`src/pde_pkg.sv`:
```
package pde_pkg;

  // ----------------------------------------------------------------
  // link characters
  // ----------------------------------------------------------------
  localparam logic [7:0] BAUD_TRAINING_CHAR = 8'h55;
  localparam logic [7:0] ACK_CHAR = 8'h40;

  // ----------------------------------------------------------------
  // instruction byte layout
  // ----------------------------------------------------------------
  localparam int OPC_MSB = 7;
  localparam int OPC_LSB = 5;
  localparam int SIZE_A_MSB = 3;
  localparam int SIZE_A_LSB = 2;
  localparam int SIZE_B_MSB = 1;
  localparam int SIZE_B_LSB = 0;
  localparam int CS_ADDR_MSB = 3;
  localparam int CS_ADDR_LSB = 0;

  localparam logic [2:0] OPC_READ_DIRECT = 3'h0;
  localparam logic [2:0] OPC_READ_VIA_POINTER = 3'h1;
  localparam logic [2:0] OPC_WRITE_DIRECT = 3'h2;
  localparam logic [2:0] OPC_WRITE_VIA_POINTER = 3'h3;
  localparam logic [2:0] OPC_READ_CONTROL_REG = 3'h4;
  localparam logic [2:0] OPC_LOOP_COUNT = 3'h5;
  localparam logic [2:0] OPC_WRITE_CONTROL_REG = 3'h6;

  // pointer-select codes
  localparam logic [1:0] PTR_AT = 2'h0;
  localparam logic [1:0] PTR_AT_INC = 2'h1;
  localparam logic [1:0] PTR_REG = 2'h2;

  // address size code 3 is reserved
  localparam logic [1:0] ASIZE_RESERVED = 2'h3;

  // ----------------------------------------------------------------
  // reset values
  // ----------------------------------------------------------------
  localparam logic [31:0] PTR_RESET = 32'h0;
  localparam logic [7:0] RPT_RESET = 8'h0;

  typedef enum logic [3:0] {
    ST_SYNC,
    ST_INSTR,
    ST_ADDR,
    ST_DATA,
    ST_RPT,
    ST_CSRD,
    ST_BUS,
    ST_GUARD,
    ST_TX,
    ST_ERR
  } pde_state_e;

  typedef struct packed {
    pde_state_e st;
    logic [7:0] op;
    logic [1:0] bi;
    logic [1:0] last;
    logic wr_phase;
    logic turn;
    logic [31:0] addr;
    logic [31:0] data;
    logic [31:0] ptr;
    logic [7:0] rpt;
    logic rpt_pend;
    logic rpt_act;
    logic [15:0] gcyc;
    logic [7:0] gbits;
    logic bus_req;
    logic bus_we;
    logic [31:0] bus_addr;
    logic [31:0] bus_wdata;
    logic [1:0] bus_size;
    logic tx_valid;
    logic [7:0] tx_data;
    logic cs_we;
    logic [3:0] cs_addr;
    logic [7:0] cs_wdata;
    logic err;
  } pde_regs_s;

endpackage

```
`src/pde_engine.sv`:
```
`timescale 1ns/1ps
module pde_engine (
  input wire logic clk_i,
  input wire logic resetn_i,
  input wire logic rx_valid_i,
  input wire logic [7:0] rx_data_i,
  input wire logic rx_break_i,
  input wire logic rx_error_i,
  input wire logic [15:0] bit_period_i,
  input wire logic [7:0] guard_bits_i,
  output logic tx_valid_o,
  output logic [7:0] tx_data_o,
  input wire logic tx_ready_i,
  output logic bus_req_o,
  output logic bus_we_o,
  output logic [31:0] bus_addr_o,
  output logic [31:0] bus_wdata_o,
  output logic [1:0] bus_size_o,
  input wire logic bus_ack_i,
  input wire logic bus_err_i,
  input wire logic [31:0] bus_rdata_i,
  output logic cs_we_o,
  output logic [3:0] cs_addr_o,
  output logic [7:0] cs_wdata_o,
  input wire logic [7:0] cs_rdata_i,
  output logic [31:0] pointer_o,
  output logic error_state_o
);

  // ----------------------------------------------------------------
  // state
  // ----------------------------------------------------------------
  pde_pkg::pde_regs_s r_ff;
  pde_pkg::pde_regs_s nxt_r;

  logic [2:0] opc;
  logic [1:0] size_a;
  logic [1:0] size_b;
  logic [31:0] inc;

  assign opc = r_ff.op[pde_pkg::OPC_MSB:pde_pkg::OPC_LSB];
  assign size_a = r_ff.op[pde_pkg::SIZE_A_MSB:pde_pkg::SIZE_A_LSB];
  assign size_b = r_ff.op[pde_pkg::SIZE_B_MSB:pde_pkg::SIZE_B_LSB];
  assign inc = {30'h0, size_b} + 32'h1;

  // ----------------------------------------------------------------
  // next state
  // ----------------------------------------------------------------
  always_comb begin
    logic start;
    logic done;
    logic resp;
    logic [2:0] nopc;
    logic [1:0] na;
    logic [1:0] nb;
    start = 1'b0;
    done = 1'b0;
    resp = 1'b0;
    nopc = 3'h0;
    na = 2'h0;
    nb = 2'h0;
    nxt_r = r_ff;
    nxt_r.cs_we = 1'b0;

    // any received byte means the next answer follows a turnaround
    if (rx_valid_i && r_ff.st != pde_pkg::ST_ERR) begin
      nxt_r.turn = 1'b1;
    end

    case (r_ff.st)
      pde_pkg::ST_SYNC: begin
        if (rx_valid_i) begin
          if (rx_data_i == pde_pkg::BAUD_TRAINING_CHAR) begin
            nxt_r.st = pde_pkg::ST_INSTR;
          end else begin
            nxt_r.st = pde_pkg::ST_ERR;
          end
        end
      end
      pde_pkg::ST_INSTR: begin
        if (rx_valid_i) begin
          nxt_r.op = rx_data_i;
          if (r_ff.rpt_pend) begin
            nxt_r.rpt_pend = 1'b0;
            nxt_r.rpt_act = 1'b1;
            if (rx_data_i[pde_pkg::OPC_MSB:pde_pkg::OPC_LSB] == pde_pkg::OPC_LOOP_COUNT) begin
              nxt_r.st = pde_pkg::ST_ERR;
            end else begin
              start = 1'b1;
            end
          end else begin
            start = 1'b1;
          end
        end
      end
      pde_pkg::ST_RPT: begin
        if (rx_valid_i) begin
          // only the low byte counts: at most 255 repeats
          if (r_ff.bi == 2'h0) begin
            nxt_r.rpt = rx_data_i;
          end
          if (r_ff.bi == r_ff.last) begin
            nxt_r.rpt_pend = 1'b1;
            nxt_r.st = pde_pkg::ST_SYNC;
          end else begin
            nxt_r.bi = r_ff.bi + 2'h1;
          end
        end
      end
      pde_pkg::ST_ADDR: begin
        if (rx_valid_i) begin
          nxt_r.addr[{r_ff.bi, 3'b000} +: 8] = rx_data_i;
          if (r_ff.bi == r_ff.last) begin
            nxt_r.bi = 2'h0;
            if (opc == pde_pkg::OPC_READ_DIRECT) begin
              nxt_r.bus_req = 1'b1;
              nxt_r.bus_we = 1'b0;
              nxt_r.bus_addr = nxt_r.addr;
              nxt_r.bus_size = size_b;
              nxt_r.st = pde_pkg::ST_BUS;
            end else if (opc == pde_pkg::OPC_WRITE_DIRECT) begin
              nxt_r.data = {24'h0, pde_pkg::ACK_CHAR};
              nxt_r.last = 2'h0;
              resp = 1'b1;
            end else begin
              nxt_r.ptr = nxt_r.addr;
              nxt_r.data = {24'h0, pde_pkg::ACK_CHAR};
              nxt_r.last = 2'h0;
              resp = 1'b1;
            end
          end else begin
            nxt_r.bi = r_ff.bi + 2'h1;
          end
        end
      end
      pde_pkg::ST_DATA: begin
        if (rx_valid_i) begin
          nxt_r.data[{r_ff.bi, 3'b000} +: 8] = rx_data_i;
          if (r_ff.bi == r_ff.last) begin
            nxt_r.bi = 2'h0;
            if (opc == pde_pkg::OPC_WRITE_CONTROL_REG) begin
              nxt_r.cs_we = 1'b1;
              nxt_r.cs_wdata = rx_data_i;
              done = 1'b1;
            end else begin
              nxt_r.bus_req = 1'b1;
              nxt_r.bus_we = 1'b1;
              nxt_r.bus_addr = (opc == pde_pkg::OPC_WRITE_DIRECT) ? r_ff.addr : r_ff.ptr;
              nxt_r.bus_wdata = nxt_r.data;
              nxt_r.bus_size = size_b;
              nxt_r.st = pde_pkg::ST_BUS;
            end
          end else begin
            nxt_r.bi = r_ff.bi + 2'h1;
          end
        end
      end
      pde_pkg::ST_CSRD: begin
        nxt_r.data = {24'h0, cs_rdata_i};
        nxt_r.last = 2'h0;
        resp = 1'b1;
      end
      pde_pkg::ST_BUS: begin
        // bus answer is waited on without limit; a hung bus needs a break
        if (bus_err_i) begin
          nxt_r.bus_req = 1'b0;
          nxt_r.st = pde_pkg::ST_ERR;
        end else if (bus_ack_i) begin
          nxt_r.bus_req = 1'b0;
          if (r_ff.bus_we) begin
            if (opc == pde_pkg::OPC_WRITE_VIA_POINTER && size_a == pde_pkg::PTR_AT_INC) begin
              nxt_r.ptr = r_ff.ptr + inc;
            end
            nxt_r.data = {24'h0, pde_pkg::ACK_CHAR};
            nxt_r.last = 2'h0;
          end else begin
            if (opc == pde_pkg::OPC_READ_VIA_POINTER && size_a == pde_pkg::PTR_AT_INC) begin
              nxt_r.ptr = r_ff.ptr + inc;
            end
            nxt_r.data = bus_rdata_i;
            nxt_r.last = size_b;
          end
          resp = 1'b1;
        end
      end
      pde_pkg::ST_GUARD: begin
        if (r_ff.gbits == guard_bits_i) begin
          nxt_r.st = pde_pkg::ST_TX;
          nxt_r.tx_valid = 1'b1;
          nxt_r.tx_data = r_ff.data[7:0];
          nxt_r.bi = 2'h0;
        end else if (r_ff.gcyc >= bit_period_i - 16'h1) begin
          nxt_r.gcyc = 16'h0;
          nxt_r.gbits = r_ff.gbits + 8'h1;
        end else begin
          nxt_r.gcyc = r_ff.gcyc + 16'h1;
        end
      end
      pde_pkg::ST_TX: begin
        if (r_ff.tx_valid && tx_ready_i) begin
          if (r_ff.bi == r_ff.last) begin
            nxt_r.tx_valid = 1'b0;
            nxt_r.turn = 1'b0;
            nxt_r.bi = 2'h0;
            if (opc == pde_pkg::OPC_WRITE_DIRECT && !r_ff.wr_phase) begin
              nxt_r.wr_phase = 1'b1;
              nxt_r.last = size_b;
              nxt_r.data = 32'h0;
              nxt_r.st = pde_pkg::ST_DATA;
            end else begin
              done = 1'b1;
            end
          end else begin
            nxt_r.bi = r_ff.bi + 2'h1;
            nxt_r.tx_data = r_ff.data[{r_ff.bi + 2'h1, 3'b000} +: 8];
          end
        end
      end
      pde_pkg::ST_ERR: begin
        nxt_r.err = 1'b1;
      end
      default: begin
        nxt_r.st = pde_pkg::ST_ERR;
      end
    endcase

    // ----------------------------------------------------------------
    // end of one execution; repeat without framing
    // ----------------------------------------------------------------
    if (done) begin
      if (r_ff.rpt_act && r_ff.rpt != 8'h0) begin
        nxt_r.rpt = r_ff.rpt - 8'h1;
        start = 1'b1;
      end else begin
        nxt_r.rpt_act = 1'b0;
        nxt_r.st = pde_pkg::ST_SYNC;
      end
    end

    // ----------------------------------------------------------------
    // decode
    // ----------------------------------------------------------------
    if (start) begin
      nopc = nxt_r.op[pde_pkg::OPC_MSB:pde_pkg::OPC_LSB];
      na = nxt_r.op[pde_pkg::SIZE_A_MSB:pde_pkg::SIZE_A_LSB];
      nb = nxt_r.op[pde_pkg::SIZE_B_MSB:pde_pkg::SIZE_B_LSB];
      nxt_r.bi = 2'h0;
      nxt_r.wr_phase = 1'b0;
      nxt_r.addr = 32'h0;
      nxt_r.data = 32'h0;
      case (nopc)
        pde_pkg::OPC_READ_DIRECT, pde_pkg::OPC_WRITE_DIRECT: begin
          if (na == pde_pkg::ASIZE_RESERVED) begin
            nxt_r.st = pde_pkg::ST_ERR;
          end else begin
            nxt_r.last = na;
            nxt_r.st = pde_pkg::ST_ADDR;
          end
        end
        pde_pkg::OPC_READ_VIA_POINTER: begin
          if (na == pde_pkg::PTR_REG) begin
            nxt_r.data = r_ff.ptr;
            nxt_r.last = nb;
            resp = 1'b1;
          end else if (na == pde_pkg::PTR_AT || na == pde_pkg::PTR_AT_INC) begin
            nxt_r.bus_req = 1'b1;
            nxt_r.bus_we = 1'b0;
            nxt_r.bus_addr = nxt_r.ptr;
            nxt_r.bus_size = nb;
            nxt_r.st = pde_pkg::ST_BUS;
          end else begin
            nxt_r.st = pde_pkg::ST_ERR;
          end
        end
        pde_pkg::OPC_WRITE_VIA_POINTER: begin
          if (na == pde_pkg::PTR_REG && nb != pde_pkg::ASIZE_RESERVED) begin
            nxt_r.last = nb;
            nxt_r.st = pde_pkg::ST_ADDR;
          end else if (na == pde_pkg::PTR_AT || na == pde_pkg::PTR_AT_INC) begin
            nxt_r.last = nb;
            nxt_r.st = pde_pkg::ST_DATA;
          end else begin
            nxt_r.st = pde_pkg::ST_ERR;
          end
        end
        pde_pkg::OPC_READ_CONTROL_REG: begin
          nxt_r.cs_addr = nxt_r.op[pde_pkg::CS_ADDR_MSB:pde_pkg::CS_ADDR_LSB];
          nxt_r.st = pde_pkg::ST_CSRD;
        end
        pde_pkg::OPC_WRITE_CONTROL_REG: begin
          nxt_r.cs_addr = nxt_r.op[pde_pkg::CS_ADDR_MSB:pde_pkg::CS_ADDR_LSB];
          nxt_r.last = 2'h0;
          nxt_r.st = pde_pkg::ST_DATA;
        end
        pde_pkg::OPC_LOOP_COUNT: begin
          nxt_r.last = nb;
          nxt_r.rpt = pde_pkg::RPT_RESET;
          nxt_r.st = pde_pkg::ST_RPT;
        end
        default: begin
          // key and unknown instructions are not served here
          nxt_r.st = pde_pkg::ST_ERR;
        end
      endcase
    end

    // ----------------------------------------------------------------
    // answer: guard after a turnaround, else straight out
    // ----------------------------------------------------------------
    if (resp) begin
      nxt_r.bi = 2'h0;
      nxt_r.gcyc = 16'h0;
      nxt_r.gbits = 8'h0;
      if (nxt_r.turn) begin
        nxt_r.st = pde_pkg::ST_GUARD;
      end else begin
        nxt_r.st = pde_pkg::ST_TX;
        nxt_r.tx_valid = 1'b1;
        nxt_r.tx_data = nxt_r.data[7:0];
      end
    end

    // ----------------------------------------------------------------
    // line errors and break
    // ----------------------------------------------------------------
    if (rx_error_i && r_ff.st != pde_pkg::ST_ERR) begin
      nxt_r.st = pde_pkg::ST_ERR;
      nxt_r.err = 1'b1;
      nxt_r.bus_req = 1'b0;
      nxt_r.tx_valid = 1'b0;
    end
    if (rx_break_i) begin
      nxt_r.st = pde_pkg::ST_SYNC;
      nxt_r.err = 1'b0;
      nxt_r.rpt = pde_pkg::RPT_RESET;
      nxt_r.rpt_act = 1'b0;
      nxt_r.rpt_pend = 1'b0;
      nxt_r.bus_req = 1'b0;
      nxt_r.tx_valid = 1'b0;
      nxt_r.cs_we = 1'b0;
      nxt_r.turn = 1'b0;
    end
  end

  // ----------------------------------------------------------------
  // registers
  // ----------------------------------------------------------------
  always_ff @(posedge clk_i) begin
    if (!resetn_i) begin
      r_ff <= '0;
      r_ff.st <= pde_pkg::ST_SYNC;
      r_ff.ptr <= pde_pkg::PTR_RESET;
      r_ff.rpt <= pde_pkg::RPT_RESET;
    end else begin
      r_ff <= nxt_r;
    end
  end

  assign tx_valid_o = r_ff.tx_valid;
  assign tx_data_o = r_ff.tx_data;
  assign bus_req_o = r_ff.bus_req;
  assign bus_we_o = r_ff.bus_we;
  assign bus_addr_o = r_ff.bus_addr;
  assign bus_wdata_o = r_ff.bus_wdata;
  assign bus_size_o = r_ff.bus_size;
  assign cs_we_o = r_ff.cs_we;
  assign cs_addr_o = r_ff.cs_addr;
  assign cs_wdata_o = r_ff.cs_wdata;
  assign pointer_o = r_ff.ptr;
  assign error_state_o = r_ff.err;

endmodule

```
`config.mk`:
```
export PLATFORM = sky130hd
export DESIGN_NAME = pde_engine
export DESIGN_NICKNAME = d
export VERILOG_FILES = /design/src/pde_pkg.sv /design/src/pde_engine.sv
export SDC_FILE = /design/constraint.sdc
export NUM_CORES = 1
export LEC_CHECK = 0
export BUFFER_PORTS_ARGS = -buffer_cell sky130_fd_sc_hd__buf_2
export CAP_MARGIN = 10
export CORE_MARGIN = 5
export CORE_UTILIZATION = 50
export CTS_BUF_LIST = sky130_fd_sc_hd__clkbuf_4
export CTS_CLUSTER_DIAMETER = 200
export CTS_CLUSTER_SIZE = 28
export DETAILED_ROUTE_END_ITERATION = 6
export GPL_TIMING_DRIVEN = 0
export PLACE_DENSITY = 0.84
export SYNTH_ARGS = -nofsm -noshare
export SYNTH_HDL_FRONTEND = slang
export SYNTH_SLANG_ARGS = --single-unit
```
`constraint.sdc`:
```
create_clock -name clk_i -period 3.5 [get_ports clk_i]
set_clock_uncertainty 0.2 [all_clocks]
set_input_delay 0.875 -clock clk_i [delete_from_list [all_inputs] [get_ports clk_i]]
set_output_delay 0.875 -clock clk_i [all_outputs]
set_load 0.01 [all_outputs]
```
==> summary.md <==
| Metric | Value |
|---|---|
| Outcome | `finished with violations` |
| Violated checks | `DRC` |
| Drt via density | `6.65` |
| Number of synthesized flops with an enable pin | `0` |
| Syn Nets | `2105` |
| Drt pass-1 iters | `7` |
| Arr. time, crit path | `about 4.0 ns` |
| Rel. slew slack | `0.0897` |
| Ports | `203` |
| Max Transition Viols Final | `0` |
| Layout Nets | `~2300` |
| Number of global-route vias before repair | `16200` |
| CP endpoint kind | `register` |
| Synthesized area per cell | `roughly 7.7 sq um` |
| Synth-to-Final Area Change | `11.7%` |
| MaxCap Viol Count | `0` |
| Finished Layout Cells | `2608` |
| Worst path required time | `3.99 ns` |
| Post-synth top cells | `238 x dfxtp_1, 202 x a21oi_1, 201 x nor2_1` |
| Fillcell total | `2978` |
| Area of the multi-input gates | `a little over 0.009 sq mm` |
| Max Root-Sink Buffers | `3` |
| Clock transition at the registers of the reported paths | `0.35 ns` |
| Crit path launch type | `register` |
| Fin area | `0.0172 sq mm` |
| DRC errors left | `24` |
| H-tree depth | `1` |
| Overflow after GRT | `0` |
| WL final | `68200 um` |
| Initial DRC count | `2459` |
| Sequential fraction of the synthesis area | `0.309` |
| Yosys warning total | `0` |
| Rows | `64` |
| CTS Root Cell | `clkbuf_4` |
| Total core area | `0.0305 sq mm` |
| Hold Path Cell Cnt | `3` |
| Post-route clock period utilization | `0.993` |
| Clock sink count | `238` |
| Synth async-reset ratio | `0` |
| Port bufs | `roughly 200` |
| Top-count cell post-synth | `dfxtp_1` |
| Main synth FF type | `dfxtp_1` |
| Placer Congestion | `1.03` |
| Fin. Hold Viols | `0` |
| Worst-skew pair later-pin latency | `0.81 ns` |
| GR Util All Layers | `0.380` |
| Worst R2R Path Depth | `9` |
| Finished Core Util | `0.565` |
| Synth Register Bits | `238` |
| Initial Util | `0.506` |
| Max frequency | `288 MHz` |
| Die area | `0.0345 sq mm` |
| Die width | `186 um` |
| Layout cells sized above 1 | `0.210` |
| Final setup TNS | `0 ns` |
| Via count | `17300` |
| Cell area after synthesis | `0.0154 sq mm` |
| Crit path max fanout | `10` |
| Post-Synthesis Cells | `approximately 2000` |
| Worst-margin pin slew | `1.37 ns` |
| Cell area after placement | `between 0.015 and 0.02 sq mm` |
| Register area | `~0.0048 sq mm` |
| Final worst path period need | `3.48 ns` |
| DP HPWL | `51600 um` |
| Post-synthesis cell type count | `96` |
| Chip Height | `186 um` |
| Pleak | `6.71 nW` |
| Routed length per instance | `26.2 um` |
| Min-delay worst type | `primary input to register` |
| CTS tree | `done` |
| Yosys top cell by area | `dfxtp_1` |
| Area contributors post-synth | `dfxtp_1 31%, a21oi_1 6.5%, buf_4 6.2%` |
| RSZ-0062 raised after global routing | `false` |
| Share of the synthesized area in the top cell type | `0.309` |
| Cts hold-fix bufs | `0` |
| Setup violations, final | `0` |
| Initial antenna violation count | `3` |
| DRT antenna net count | `0` |
| Inst Count DP | `2591` |
| Largest net degree at the start of global routing | `29` |
| First-pass GRT wire length | `between 100000 and 150000 um` |
| Max rail drop VDD | `0.228 mV` |
| Total power per unit cell area | `roughly 260 mW/mm^2` |
| Crit Path Category | `register to register` |
| Num CTS Buffers | `12` |
[kinds of logic after synthesis]
logic type                 count (synthesis)  synth area share
and+or+nand+nor                          670             0.218
AOI/OAI and AO/OA                        663             0.280
buffers and inverters                    307             0.109
DFF                                      238             0.309
xor gates and xnor gates                  54            0.0306
muxes                                     35            0.0298
adders and majority gates                 29            0.0240
[layout by cell type, fill, tap and decap left out, types with 17 or more instances in the layout]
cell	netlist	layout
mux2i_1	21	21
o21ai_0	127	126
nor2_1	201	195
dfxtp_1	238	237
nor2b_1	42	42
nor3_1	41	39
nand2b_1	18	18
o22ai_1	36	36
buf_4	127	129
a211oi_1	58	58
o21a_1	18	18
inv_1	46	46
o22a_1	21	21
xnor2_1	28	28
a21oi_1	202	201
nand2_1	163	161
or3_1	37	36
nand3_1	40	38
xor2_1	26	26
ha_1	28	27
a22o_1	19	19
clkbuf_1	99	86
a31oi_1	23	23
and3_1	19	19
nor4_1	21	17
buf_2	27	225
a22oi_1	33	33
[sequential cells by signal, indices dropped and copies added (netlist names)]
signal and flops:
bus_we_o 1, cs_addr_o 4, cs_we_o 1, pointer_o 32, cs_wdata_o 8, tx_data_o 8, error_state_o 1, bus_wdata_o 32
bus_size_o 2, opc 3, r_ff 112, tx_valid_o 1, bus_addr_o 32, bus_req_o 1
[power by group]
part,switching (W),internal (W),leakage (nW)
sequential,0.0000121,0.00273,1.92
combinational,0.000498,0.000191,4.72
clock,0.000946,0.000184,0.0671
[path summary, 6_finish.rpt]
check / startpoint / to / slack, ns
max: r_ff[237] / bus_addr_o[29] / 0.02
min reg2reg: r_ff[194] / r_ff[194] / 0.29
min: rx_error_i / error_state_o / 0.10
max reg2reg: r_ff[237] / bus_addr_o[29] / 0.02
[through the flow]
stage          setup slack, ns  total power [W]  hold slack [ns]
6_report                0.0246          0.00456            0.102
5_1_grt                0.00912          0.00465            0.158
4_1_cts                -0.0633          0.00450            0.113
3_5_place_dp            -0.631          0.00343            0.260
3_3_place_gp            -0.984          0.00343            0.239
2_1_floorplan          -0.0560          0.00315            0.232
[area by class of cell]
cell class                      instances  area share
Inverter                               48      0.0104
Tap cell                              396      0.0287
Sequential cell                       238       0.276
Antenna cell                            1    0.000145
Buffer                                258      0.0888
Clock buffer                           13     0.00566
Clock inverter                          1    0.000943
Timing Repair Buffer                  202      0.0595
Multi-Input combinational cell       1451       0.529
[metal layers]
| metal | track usage | share of wire | vias up |
|---|---|---|---|
| li1 | - | - | 7597 |
| met1 | 0.492 | 0.38 | 8200 |
| met2 | 0.599 | 0.44 | 1249 |
| met3 | 0.0833 | 0.12 | 288 |
| met4 | 0.187 | 0.062 | 4 |
| met5 | 0 | 0.00048 | - |
[critical path, stage by stage (launching register included)]
cell and delay, ns:
dfxtp_1 0.41, buf_6 0.15, buf_2 0.24, nor2_1 0.37, nand3_1 0.37, nor2_4 0.39
nand3_2 0.32, clkbuf_1 0.44, o22ai_1 0.30, o22a_1 0.17
[timing repair]
action,in CTS,in global routing
pin swaps,0,1
buffers inserted,0,1
resized for setup,8,31
endpoints found under the setup margin,56,108
(Power assumes the default switching activity.)
